<file path="src/verilog/drs_pkg.sv">
// package: constants and types of the readback and status block
package drs_pkg;

    // ------------------------------------------------------------
    // frame layout
    // ------------------------------------------------------------
    localparam int FRAME_BITS   = 24;
    localparam int DATA_BITS    = 16;
    localparam int CNT_BITS     = 5;
    localparam int RW_BIT       = 23;
    localparam int ADDR_HI      = 22;
    localparam int ADDR_LO      = 21;
    localparam int SEL_HI       = 20;
    localparam int SEL_LO       = 16;
    localparam int SYNC_STAGES  = 3;
    localparam logic [CNT_BITS-1:0] FRAME_COUNT = 5'h18;
    localparam logic [7:0]          READ_PAD    = 8'h00;

    // ------------------------------------------------------------
    // read select codes
    // ------------------------------------------------------------
    localparam logic [4:0] SEL_DATA_BASE   = 5'h00;
    localparam logic [4:0] SEL_CTRL_BASE   = 5'h04;
    localparam logic [4:0] SEL_GAIN_BASE   = 5'h08;
    localparam logic [4:0] SEL_OFFSET_BASE = 5'h0c;
    localparam logic [4:0] SEL_CLEAR_BASE  = 5'h10;
    localparam logic [4:0] SEL_SLEW_BASE   = 5'h14;
    localparam logic [4:0] SEL_MISC_BASE   = 5'h18;
    localparam logic [1:0] SEL_STATUS      = 2'h0;
    localparam logic [1:0] SEL_MAIN        = 2'h1;
    localparam logic [1:0] SEL_BOOST       = 2'h2;

    // ------------------------------------------------------------
    // write decode
    // ------------------------------------------------------------
    localparam int WR_FUNC_HI = 20;
    localparam int WR_FUNC_LO = 18;
    localparam int CHAN_HI    = 17;
    localparam int CHAN_LO    = 16;
    localparam logic [2:0] WR_FUNC_CHAN_CTRL = 3'h7;
    localparam logic [2:0] WR_FUNC_SOFTWARE  = 3'h4;
    localparam int TOGGLE_BIT_POS = 12;
    localparam int ECHO_BIT_POS   = 11;

    // ------------------------------------------------------------
    // slew word fields
    // ------------------------------------------------------------
    localparam int SLEW_KEY_HI  = 15;
    localparam int SLEW_KEY_LO  = 13;
    localparam logic [2:0] SLEW_KEY = 3'h0;
    localparam int SLEW_EN_BIT  = 12;
    localparam int SLEW_RATE_HI = 6;
    localparam int SLEW_RATE_LO = 3;
    localparam int SLEW_STEP_HI = 2;
    localparam int SLEW_STEP_LO = 0;
    localparam logic [15:0] SLEW_RESET = 16'h0000;

    // ------------------------------------------------------------
    // status word fields
    // ------------------------------------------------------------
    localparam int ST_BOOST_LO = 12;
    localparam int ST_TOGGLE   = 11;
    localparam int ST_PEC      = 10;
    localparam int ST_RAMP     = 9;
    localparam int ST_OTEMP    = 8;
    localparam int ST_VOUT_LO  = 4;
    localparam int ST_IOUT_LO  = 0;
    localparam logic [15:0] STATUS_RESET = 16'h0000;

    typedef enum {LINK_IDLE, LINK_FRAME} drs_link_state_t;

endpackage

</file>
<file path="src/verilog/drs_sync.sv">
// three-stage input synchroniser with agreement filter
`timescale 1ns/1ps
module drs_sync #(
    parameter int                 WIDTH     = 1,
    parameter logic [WIDTH-1:0]   RESET_VAL = '0
) (
    input  wire logic             ref_clk,
    input  wire logic             sys_rst,
    input  wire logic [WIDTH-1:0] raw_in,
    output logic      [WIDTH-1:0] level_out
);
    import drs_pkg::*;

    logic [WIDTH-1:0] stage1_reg;
    logic [WIDTH-1:0] stage2_reg;
    logic [WIDTH-1:0] stage3_reg;

    always_ff @(posedge ref_clk or posedge sys_rst) begin
        if (sys_rst) begin
            stage1_reg <= RESET_VAL;
            stage2_reg <= RESET_VAL;
            stage3_reg <= RESET_VAL;
        end else begin
            stage1_reg <= raw_in;
            stage2_reg <= stage1_reg;
            stage3_reg <= stage2_reg;
        end
    end

    // a change counts only once stages two and three agree
    always_ff @(posedge ref_clk or posedge sys_rst) begin
        if (sys_rst) begin
            level_out <= RESET_VAL;
        end else begin
            for (int i = 0; i < WIDTH; i++) begin
                if (stage2_reg[i] == stage3_reg[i]) begin
                    level_out[i] <= stage3_reg[i];
                end
            end
        end
    end

endmodule // drs_sync

</file>
<file path="src/verilog/drs_top.sv">
// serial readback, slew setting and status logic of a quad output converter
`timescale 1ns/1ps
module drs_top (
    input  wire logic                   ref_clk,
    input  wire logic                   sys_rst,
    input  wire logic                   sclk,
    input  wire logic                   sync_n,
    input  wire logic                   sdin,
    output logic                        sdo,
    output logic                        sdo_oe_n,
    input  wire logic                   device_addr_bit1,
    input  wire logic                   device_addr_bit0,
    input  wire logic [3:0][15:0]       dac_data_words,
    input  wire logic [3:0][15:0]       dac_ctrl_words,
    input  wire logic [3:0][15:0]       gain_words,
    input  wire logic [3:0][15:0]       offset_words,
    input  wire logic [3:0][15:0]       clear_code_words,
    input  wire logic [15:0]            main_ctrl_word,
    input  wire logic [15:0]            boost_ctrl_word,
    input  wire logic [3:0]             current_mode,
    input  wire logic [3:0]             boost_compliance_lost,
    input  wire logic [3:0]             boost_regulation_fail,
    input  wire logic [3:0]             vout_fault_in,
    input  wire logic [3:0]             iout_fault_in,
    input  wire logic                   over_temp_in,
    input  wire logic [3:0]             channel_stepping,
    input  wire logic                   pec_mismatch,
    output logic      [3:0]             slew_limit_enable,
    output logic      [3:0][3:0]        slew_update_rate,
    output logic      [3:0][2:0]        slew_step_size,
    output logic      [15:0]            status_word,
    output logic                        fault_o,
    output logic                        fault_oe_n
);
    import drs_pkg::*;

    // ------------------------------------------------------------
    // pin synchronisers
    // ------------------------------------------------------------
    logic [2:0] link_lvl;
    logic [1:0] addr_lvl;
    logic       sclk_lvl;
    logic       sync_n_lvl;
    logic       sdin_lvl;
    logic       sclk_prev_reg;
    logic       sync_n_prev_reg;

    drs_sync #(
        .WIDTH     (3),
        .RESET_VAL (3'h6)
    ) u_link_sync (
        .ref_clk   (ref_clk),
        .sys_rst   (sys_rst),
        .raw_in    ({sclk, sync_n, sdin}),
        .level_out (link_lvl)
    );

    // straps filtered like the link pins
    drs_sync #(
        .WIDTH     (2),
        .RESET_VAL (2'h0)
    ) u_addr_sync (
        .ref_clk   (ref_clk),
        .sys_rst   (sys_rst),
        .raw_in    ({device_addr_bit1, device_addr_bit0}),
        .level_out (addr_lvl)
    );

    assign sclk_lvl   = link_lvl[2];
    assign sync_n_lvl = link_lvl[1];
    assign sdin_lvl   = link_lvl[0];

    always_ff @(posedge ref_clk or posedge sys_rst) begin
        if (sys_rst) begin
            sclk_prev_reg   <= 1'b1;
            sync_n_prev_reg <= 1'b1;
        end else begin
            sclk_prev_reg   <= sclk_lvl;
            sync_n_prev_reg <= sync_n_lvl;
        end
    end

    logic sclk_fall;
    logic sclk_rise;
    logic frame_start;
    logic frame_stop;

    assign sclk_fall   = sclk_prev_reg & ~sclk_lvl;
    assign sclk_rise   = ~sclk_prev_reg & sclk_lvl;
    assign frame_start = sync_n_prev_reg & ~sync_n_lvl;
    assign frame_stop  = ~sync_n_prev_reg & sync_n_lvl;

    // ------------------------------------------------------------
    // frame tracking
    // ------------------------------------------------------------
    drs_link_state_t         link_state_reg;
    logic [CNT_BITS-1:0]     bit_cnt_reg;
    logic                    frame_done_reg;
    logic [FRAME_BITS-1:0]   rx_shift_reg;

    // exactly 24 bits make a frame
    always_ff @(posedge ref_clk or posedge sys_rst) begin
        if (sys_rst) begin
            link_state_reg <= LINK_IDLE;
            bit_cnt_reg    <= '0;
            frame_done_reg <= 1'b0;
        end else begin
            frame_done_reg <= 1'b0;
            case (link_state_reg)
                LINK_IDLE: begin
                    if (frame_start) begin
                        link_state_reg <= LINK_FRAME;
                        bit_cnt_reg    <= '0;
                    end
                end
                LINK_FRAME: begin
                    if (frame_stop) begin
                        link_state_reg <= LINK_IDLE;
                        frame_done_reg <= (bit_cnt_reg == FRAME_COUNT);
                    end else if (sclk_fall && bit_cnt_reg != '1) begin
                        bit_cnt_reg <= bit_cnt_reg + 5'h01;
                    end
                end
                default: begin
                    link_state_reg <= LINK_IDLE;
                end
            endcase
        end
    end

    // msb first, sampled on falling edge
    always_ff @(posedge ref_clk or posedge sys_rst) begin
        if (sys_rst) begin
            rx_shift_reg <= '0;
        end else if (link_state_reg == LINK_FRAME && sclk_fall) begin
            rx_shift_reg <= {rx_shift_reg[FRAME_BITS-2:0], sdin_lvl};
        end
    end

    // ------------------------------------------------------------
    // command decode
    // ------------------------------------------------------------
    logic       addr_hit;
    logic       is_read;
    logic       is_slew_write;
    logic       is_soft_write;
    logic [1:0] wr_chan;

    // only frames for this device address read or write; the packet error bit takes every frame
    assign addr_hit = (rx_shift_reg[ADDR_HI:ADDR_LO] == addr_lvl);
    assign is_read  = rx_shift_reg[RW_BIT];
    // slew word keyed by zero top bits
    assign is_slew_write = ~is_read
        && rx_shift_reg[WR_FUNC_HI:WR_FUNC_LO] == WR_FUNC_CHAN_CTRL
        && rx_shift_reg[SLEW_KEY_HI:SLEW_KEY_LO] == SLEW_KEY;
    assign is_soft_write = ~is_read && rx_shift_reg[WR_FUNC_HI:WR_FUNC_LO] == WR_FUNC_SOFTWARE;
    assign wr_chan = rx_shift_reg[CHAN_HI:CHAN_LO];

    logic       pend_read_reg;
    logic [4:0] pend_sel_reg;

    // low sixteen bits never reach the read path
    always_ff @(posedge ref_clk or posedge sys_rst) begin
        if (sys_rst) begin
            pend_read_reg <= 1'b0;
            pend_sel_reg  <= '0;
        end else if (frame_done_reg) begin
            pend_read_reg <= addr_hit & is_read;
            pend_sel_reg  <= rx_shift_reg[SEL_HI:SEL_LO];
        end
    end

    // ------------------------------------------------------------
    // slew settings and user toggle
    // ------------------------------------------------------------
    logic [3:0][15:0] slew_reg;
    logic             user_toggle_reg;

    // one setting per channel, picked by write
    always_ff @(posedge ref_clk or posedge sys_rst) begin
        if (sys_rst) begin
            slew_reg <= {4{SLEW_RESET}};
        end else if (frame_done_reg && addr_hit && is_slew_write) begin
            // ignored bits are stored as zero
            slew_reg[wr_chan] <= {3'h0, rx_shift_reg[SLEW_EN_BIT], 5'h00,
                                  rx_shift_reg[SLEW_RATE_HI:SLEW_RATE_LO],
                                  rx_shift_reg[SLEW_STEP_HI:SLEW_STEP_LO]};
        end
    end

    always_comb begin
        for (int c = 0; c < 4; c++) begin
            slew_limit_enable[c] = slew_reg[c][SLEW_EN_BIT];
            slew_update_rate[c]  = slew_reg[c][SLEW_RATE_HI:SLEW_RATE_LO];
            slew_step_size[c]    = slew_reg[c][SLEW_STEP_HI:SLEW_STEP_LO];
        end
    end

    // toggle set or cleared by software word
    always_ff @(posedge ref_clk or posedge sys_rst) begin
        if (sys_rst) begin
            user_toggle_reg <= 1'b0;
        end else if (frame_done_reg && addr_hit && is_soft_write) begin
            user_toggle_reg <= rx_shift_reg[TOGGLE_BIT_POS];
        end
    end

    // packet error tracks the latest word only
    logic pec_err_reg;
    always_ff @(posedge ref_clk or posedge sys_rst) begin
        if (sys_rst) begin
            pec_err_reg <= 1'b0;
        end else if (frame_done_reg) begin
            pec_err_reg <= pec_mismatch;
        end
    end

    // ------------------------------------------------------------
    // status word
    // ------------------------------------------------------------
    logic [3:0] boost_flag;
    logic [3:0] iout_flag;
    logic       ramp_active;

    assign boost_flag  = (current_mode & boost_compliance_lost) | (~current_mode & boost_regulation_fail);
    assign iout_flag   = iout_fault_in | (current_mode & boost_compliance_lost);
    assign ramp_active = |(channel_stepping & slew_limit_enable);

    // built from state only, no write path
    always_ff @(posedge ref_clk or posedge sys_rst) begin
        if (sys_rst) begin
            status_word <= STATUS_RESET;
        end else begin
            status_word[ST_BOOST_LO+3:ST_BOOST_LO] <= boost_flag;
            status_word[ST_TOGGLE]                 <= user_toggle_reg;
            status_word[ST_PEC]                    <= pec_err_reg;
            status_word[ST_RAMP]                   <= ramp_active;
            status_word[ST_OTEMP]                  <= over_temp_in;
            status_word[ST_VOUT_LO+3:ST_VOUT_LO]   <= vout_fault_in;
            status_word[ST_IOUT_LO+3:ST_IOUT_LO]   <= iout_flag;
        end
    end

    // supply flags left out of the pin
    always_ff @(posedge ref_clk or posedge sys_rst) begin
        if (sys_rst) begin
            fault_o    <= 1'b0;
            fault_oe_n <= 1'b1;
        end else begin
            fault_o    <= 1'b0;
            fault_oe_n <= ~(|status_word[ST_VOUT_LO+3:ST_IOUT_LO] | status_word[ST_PEC]
                            | status_word[ST_OTEMP]);
        end
    end

    // ------------------------------------------------------------
    // readback mux
    // ------------------------------------------------------------
    logic [15:0] read_data;
    logic [1:0]  rsel_ch;

    assign rsel_ch = pend_sel_reg[1:0];

    always_comb begin
        read_data = 16'h0000;
        case (pend_sel_reg[4:2])
            SEL_DATA_BASE[4:2]:   read_data = dac_data_words[rsel_ch];
            SEL_CTRL_BASE[4:2]:   read_data = dac_ctrl_words[rsel_ch];
            SEL_GAIN_BASE[4:2]:   read_data = gain_words[rsel_ch];
            SEL_OFFSET_BASE[4:2]: read_data = offset_words[rsel_ch];
            SEL_CLEAR_BASE[4:2]:  read_data = clear_code_words[rsel_ch];
            SEL_SLEW_BASE[4:2]:   read_data = slew_reg[rsel_ch];
            SEL_MISC_BASE[4:2]: begin
                case (rsel_ch)
                    SEL_STATUS: read_data = status_word;
                    SEL_MAIN:   read_data = main_ctrl_word;
                    SEL_BOOST:  read_data = boost_ctrl_word;
                    default:    read_data = 16'h0000;
                endcase
            end
            default: read_data = 16'h0000;
        endcase
    end

    // ------------------------------------------------------------
    // serial output
    // ------------------------------------------------------------
    logic [FRAME_BITS-1:0] tx_word;
    logic [FRAME_BITS-1:0] tx_shift_reg;

    // a pending read wins over the echo
    always_comb begin
        if (pend_read_reg) begin
            tx_word = {READ_PAD, read_data};
        end else if (main_ctrl_word[ECHO_BIT_POS]) begin
            tx_word = {READ_PAD, status_word};
        end else begin
            tx_word = '0;
        end
    end

    // first bit out at frame start, next on each rising edge
    always_ff @(posedge ref_clk or posedge sys_rst) begin
        if (sys_rst) begin
            tx_shift_reg <= '0;
            sdo          <= 1'b0;
            sdo_oe_n     <= 1'b1;
        end else if (link_state_reg == LINK_IDLE && frame_start) begin
            tx_shift_reg <= tx_word;
            sdo          <= tx_word[FRAME_BITS-1];
            sdo_oe_n     <= 1'b0;
        end else if (link_state_reg == LINK_FRAME && frame_stop) begin
            sdo          <= 1'b0;
            sdo_oe_n     <= 1'b1;
        end else if (link_state_reg == LINK_FRAME && sclk_rise) begin
            tx_shift_reg <= {tx_shift_reg[FRAME_BITS-2:0], 1'b0};
            sdo          <= tx_shift_reg[FRAME_BITS-2];
        end
    end

endmodule // drs_top

</file>
<file path="config.mk">
export PLATFORM = sky130hd
export DESIGN_NAME = drs_top
export DESIGN_NICKNAME = d
export VERILOG_FILES = /design/src/verilog/drs_pkg.sv /design/src/verilog/drs_sync.sv /design/src/verilog/drs_top.sv
export SDC_FILE = /design/constraint.sdc
export NUM_CORES = 1
export LEC_CHECK = 0
export BUFFER_PORTS_ARGS = -buffer_cell sky130_fd_sc_hd__clkbuf_2
export CORE_AREA = 2 2 169 171
export CTS_BUF_LIST = sky130_fd_sc_hd__clkbuf_8
export DETAILED_ROUTE_END_ITERATION = 16
export DIE_AREA = 0 0 171 173
export GPL_TIMING_DRIVEN = 0
export HOLD_SLACK_MARGIN = 0.03
export MAX_ROUTING_LAYER = met4
export PLACE_DENSITY_LB_ADDON = 0.1
export SYNTH_ARGS = -nofsm -noshare
export SYNTH_HDL_FRONTEND = slang
export SYNTH_SLANG_ARGS = --single-unit
</file>
<file path="constraint.sdc">
create_clock -name ref_clk -period 5.7 [get_ports ref_clk]
set_input_delay 0.855 -clock ref_clk [delete_from_list [all_inputs] [get_ports ref_clk]]
set_output_delay 0.855 -clock ref_clk [all_outputs]
set_load 0.005 [all_outputs]
</file>
## After elaboration in Yosys (flattened, before gate mapping)

Cells that the tools add are included.

- Bitwise logic cells: 19
- Reduce and logical (&&, ||, !) cells: 26
- $add $sub $neg: 1
- Equality and inequality tests: 25
- Magnitude comparators: 3
- Muxes and demuxes: 36

Operator list:

| cell | number |
|---|---|
| 16-bit binary-select mux with 2-bit select | 6 |
| 16-bit 2-to-1 mux | 9 |
| 16-bit case mux with 7 select lines | 1 |
| 23-bit 2-to-1 mux | 3 |
| 64-bit bitwise mux | 1 |
| 32-bit zero test | 2 |
| 32-bit 2-to-1 mux | 2 |
| 32-bit case mux with 2 select lines | 1 |
| 16-bit case mux with 3 select lines | 1 |
| 16-bit demux with 2-bit select | 1 |
| 32-bit by 1-bit == test with 1-bit output, second input constant | 1 |
| 32-bit by 2-bit == test with 1-bit output, second input constant | 1 |
| 3-bit == test, second input constant | 5 |
| 5-bit 2-to-1 mux | 3 |
| 4-bit AND | 3 |
| 1-bit logical AND | 12 |
| 2-bit inequality test, second input constant | 5 |
| 5-bit case mux with 2 select lines | 1 |
| 4-bit OR | 2 |
| 8-bit OR reduction | 1 |
| 1-bit 2-to-1 mux | 7 |
| 3-bit by 2-bit == test with 1-bit output, second input constant | 2 |
| 3-bit zero test | 2 |
| 2-bit by 3-bit < comparator with 1-bit output, second input constant | 2 |
| 19 further kinds | 36 |

- Input port bits: 385
- Logic and storage cells: 140
- Output and inout port bits: 52
- Bits in registers: 198

## Longest topological paths before layout

- Word-level depth: 6
- Depth in mapped cells: 9

## By module

From an unflattened synthesis, not the netlist that was laid out.

- Cell total of the unflattened synthesis: 770
- Area total of the unflattened synthesis: 8828.5 um2

Modules (own cells, without submodules):

| module | area an instance (um2) | instances | sequential area each (um2) | cells each |
|---|---|---|---|---|
| drs_top | 8254.2 | 1 | 2882.8 | 743 |
| drs_sync at u_link_sync | 347.8 | 1 | 310.3 | 16 |
| drs_sync at u_addr_sync | 226.5 | 1 | 200.2 | 11 |

## Worst setup path before layout

No wires, ideal clock.

- Path type: input port to flip-flop
- Start: input dac_ctrl_words[42] (netlist name)
- End: register tx_shift_reg[10]
- Buffers on the path: 0
- Required time: 5556 ps
- Stages: 5
- Arrival time: 1913 ps
- Path slack: 3643 ps
- Path through: mux2i_1 > o22ai_1 > or4_1 > a2111oi_2 > o221ai_1

- Cells in the longest elaborated chain, start to end: 5

Ends and longest elaborated chain:

| what | RTL line | text |
|---|---|---|
| start: declaration | drs_top.sv:14 | `input wire logic [3:0][15:0] dac_ctrl_words,` |
| 16-bit binary-select mux with 2-bit select | drs_top.sv:268 | `SEL_CTRL_BASE[4:2]: read_data = dac_ctrl_words[rsel_ch];` |
| 16-bit 2-to-1 mux (not written as such) | drs_top.sv:268 |  |
| 16-bit case mux with 7 select lines | drs_top.sv:266 | `case (pend_sel_reg[4:2])` |
| 16-bit 2-to-1 mux | drs_top.sv:293 | `if (pend_read_reg) begin` |
| 23-bit 2-to-1 mux | drs_top.sv:308 | `end else if (link_state_reg == LINK_IDLE && frame_start) begin` |
| end signal: assignment | drs_top.sv:309 | `tx_shift_reg <= tx_word;` |
| end signal: assignment | drs_top.sv:316 | `tx_shift_reg <= {tx_shift_reg[FRAME_BITS-2:0], 1'b0};` |
| end: declaration | drs_top.sv:289 | `logic [FRAME_BITS-1:0] tx_shift_reg;` |

Every way passes these cells. The select of a mux whose other input is x is not followed.
A chain may end at the register's enable or synchronous reset.

## Worst setup path in the final report

- Start: register pend_sel_reg[1]
- End: register tx_shift_reg[0]

- Cells in the longest elaborated chain, start to end: 5

Ends and longest elaborated chain:

| what | RTL line | text |
|---|---|---|
| start: declaration | drs_top.sv:160 | `logic [4:0] pend_sel_reg;` |
| start signal: assignment | drs_top.sv:169 | `pend_sel_reg <= rx_shift_reg[SEL_HI:SEL_LO];` |
| 2-bit == test, or another cell as far along | drs_top.sv:274 | `case (rsel_ch)` |
| 16-bit case mux with 3 select lines, or another cell as far along | drs_top.sv:274 |  |
| 16-bit case mux with 7 select lines * | drs_top.sv:266 |  |
| 16-bit 2-to-1 mux * | drs_top.sv:293 |  |
| 23-bit 2-to-1 mux * | drs_top.sv:308 |  |

Mark *: on every way between the ends. The rest lies on a longest branch, timed or not. The select of a mux whose other input is x is not followed.

==> results.tsv <==
metric	value	unit
drt_iter0_drc	521	
hpwl	31730	um
seqPwrFrac	47.9	%
post_cts_buffers	0	
fin_crit_sh	48.42	%
switchingPower	772.0	uW
power_density	212.8	mW/mm^2
die_x	171	um
final-setup-viol-count	0	
yosys.area.top_type	dfrtp_1	
die_area	0.02958	mm^2
die_h	173	um
timing.hold.worst.start	u_addr_sync.stage1_reg[1]$_DFF_PP0_	
grt_max_degree	77	
hold_buffers	0	
critPathMaxFanout	10	
fmax	0.3624	GHz
cp_data_required_time	6.02	ns
critPathSlowestCell	buf_2	
rows	61	
run_status	complete, no violations	
netlist_area	0.008722	mm^2
r2r_slack	2.94	ns
async_flop_share	100.0	%
insertion_delay	0.46	ns
vdd_drop_max	0.0001374	V
syn_inst	757	
worstSetupEndpoint	tx_shift_reg[0]$_DFFE_PP0P_	
cts_root_buffer	clkbuf_8	
clk_path_buf_depth	2	
ant_nets	0	
cts_max_level	4	
synthFlopType	dfrtp_1	
synth_top_area_share	35.29	%
switching_share	30.66	%
cts_buffers	17	
routed_via_density	5.248	
cts_resized	0	
clock_sink_count	135	
worst_ep_arrival_time	3.08	ns
fin_total_pwr	2518	uW
end_kind	register	
synthMuxAreaShare	32.61	%
p_leak	0.005482	uW
io_pins	437	
drcViolationCount	0	
cts_tree	done	
synthTopCellsByArea	dfrtp_1 (35%), mux2i_1 (16%), mux2_2 (8.5%)	
drv_slew	0	
grt_usage	26.24	%
hold_viol	0	
timing.rr.end	tx_shift_reg[0]$_DFFE_PP0P_	
grt_pass1_vias	8575	
gp_congestion	0.8798	
antenna_found_initial	2	
cp-start-kind	register	
setup_tns	0	ns
p_clk_share	33.5	%
ys_seq_area_share	38.90	%
routed_wl	38580	um
synth_cell_types	68	
yosys.area_share.simple	11.10	%
rsz0062_at_grt	no	
synth_top_family_by_area	multiplexers	
initial_utilization	31.57	%
p_comb_share	18.5	%
whs	0.3553	ns
reg2reg_from	pend_sel_reg[1]$_DFFE_PP0P_	
post_route_cells_drive_above_1_share	52.08	%
critPathMostFrequentCell	buf_4	
avgRoutedWirePerCell	24.03	um
worstSetupPathType	reg -> reg	
critPathTopFamily	buffers and inverters	
synth_fa_ha_area_share	1.004	%
crit_cells	8	
fin_worst_skew	0.02257	ns
grt.overflow.total	0	
synth_compound_area_share	11.91	%
area_growth	35.65	%
relSlewSlack	40.53	%
core	0.02763	mm^2
reg2reg_depth	8	
p_int	1746	uW
synth_nets	1145	
grt_pass1_wl	54880	um
crit_chain	buf_4, buf_4, buf_4, buf_2, mux2i_1, a22oi_1, a31oi_1, a31oi_1	
first_pass_iters	4	
port_buffers	435	
crit_path_start	pend_sel_reg[1]$_DFFE_PP0P_	
final_cell_mix	clkbuf_2 (437), mux2i_1 (139), dfrtp_1 (123)	
largest_reg_flops	24	
design_area	0.01183	mm^2
dpl_cell_area	0.01140	mm^2
ys_ff_latch	135	
period_minus_slack	2.760	ns
final_common_cell	clkbuf_2	
maxCapViolCount	0	
clkTransAtPathRegs	0.09	ns
worst-path-buf-inv	4	
ys_warn_count	0	
num_vias	8423	
worst_slew_pin_slew	0.8902	ns
slowest_delay	0.42	ns
synth-xor-area-share	0.3012	%
postSynthAreaPerCell	11.52	um^2
synth_edf_count	0	
hold_class	reg -> reg	
fin_nets	1600	
==> power groups by stage <==
| stage | registers, uW | clock network, uW | logic, uW |
|---|---|---|---|
| floorplan | 1170 | 0 | 256 |
| global placement | 1220 | 0 | 460 |
| detailed placement | 1220 | 0 | 469 |
| CTS | 1200 | 868 | 470 |
| global route | 1220 | 908 | 518 |
| finish | 1210 | 845 | 467 |
==> cells by family after synthesis <==
| logic type | Yosys count |
|---|---|
| adder cells (fa/ha/maj) | 8 |
| XOR/XNOR | 3 |
| buffers and inverters | 67 |
| flip-flops | 135 |
| AND/OR/NAND/NOR | 165 |
| other | 1 |
| multiplexers | 237 |
| AO/OA/AOI/OAI | 141 |
==> layout make-up <==
cell class / instances / area (um^2)
diodes: 2 / 5.005
plain buffers: 60 / 334.1
clock buffers: 17 / 234.0
clock inverters: 15 / 187.7
fillers: 2796 / 15800
inverters: 7 / 31.28
multi-input cells: 555 / 4969
flip-flops and latches: 135 / 3393
well taps: 378 / 473.0
repair buffers: 436 / 2205
==> metal layers <==
metal | track usage (%) | routed length [um] | vias up | part of all wire (%)
met5 | - | 0 | - | 0
met4 | 6.921 | 915 | 0 | 2.4
met3 | 5.196 | 2679 | 46 | 6.9
met2 | 43.08 | 18810 | 405 | 49
met1 | 32.98 | 16170 | 4107 | 42
li1 | - | - | 3865 | -
==> worst register-to-register path: cells and delay by family, from the launching register on <==
kind                   cells  cell delay [ns]
AOI/OAI and AO/OA          3             0.70
buffers and inverters      4             1.23
muxes                      1             0.39
DFF                        1             0.33
==> cells in the mapped netlist, types with 13 or more instances <==
library cell,count
buf_4,16
mux2i_1,139
nor2_1,23
buf_2,19
mux4_2,31
nand2_1,41
nand3_1,34
clkbuf_1,17
a22oi_1,13
o221ai_1,13
o22ai_1,50
o21ai_0,19
dfrtp_1,123
mux2_2,66
==> how the worst min path moves through the flow <==
stage / cells after the start / slack (ns) / to
2_1_floorplan: 0 / 0.33 / u_addr_sync.stage2_reg[0]$_DFF_PP0_
5_1_grt: 0 / 0.36 / u_addr_sync.stage2_reg[1]$_DFF_PP0_
4_1_cts: 0 / 0.36 / u_addr_sync.stage2_reg[1]$_DFF_PP0_
3_5_place_dp: 0 / 0.34 / u_addr_sync.stage2_reg[1]$_DFF_PP0_
6_report: 0 / 0.36 / u_addr_sync.stage2_reg[1]$_DFF_PP0_
3_3_place_gp: 0 / 0.34 / u_addr_sync.stage2_reg[1]$_DFF_PP0_
==> stage by stage <==
step / setup slack, ns / utilization, % / std cells
2_1_floorplan: 1.254 / - / 757
3_3_place_gp: -0.5344 / 41.16 / 1570
3_5_place_dp: 2.952 / 41.28 / 1571
4_1_cts: 2.936 / 42.80 / 1603
5_1_grt: 2.901 / 42.82 / 1605
6_report: 2.940 / 42.82 / 1605
Note: power is estimated with default switching activity, not from simulation.
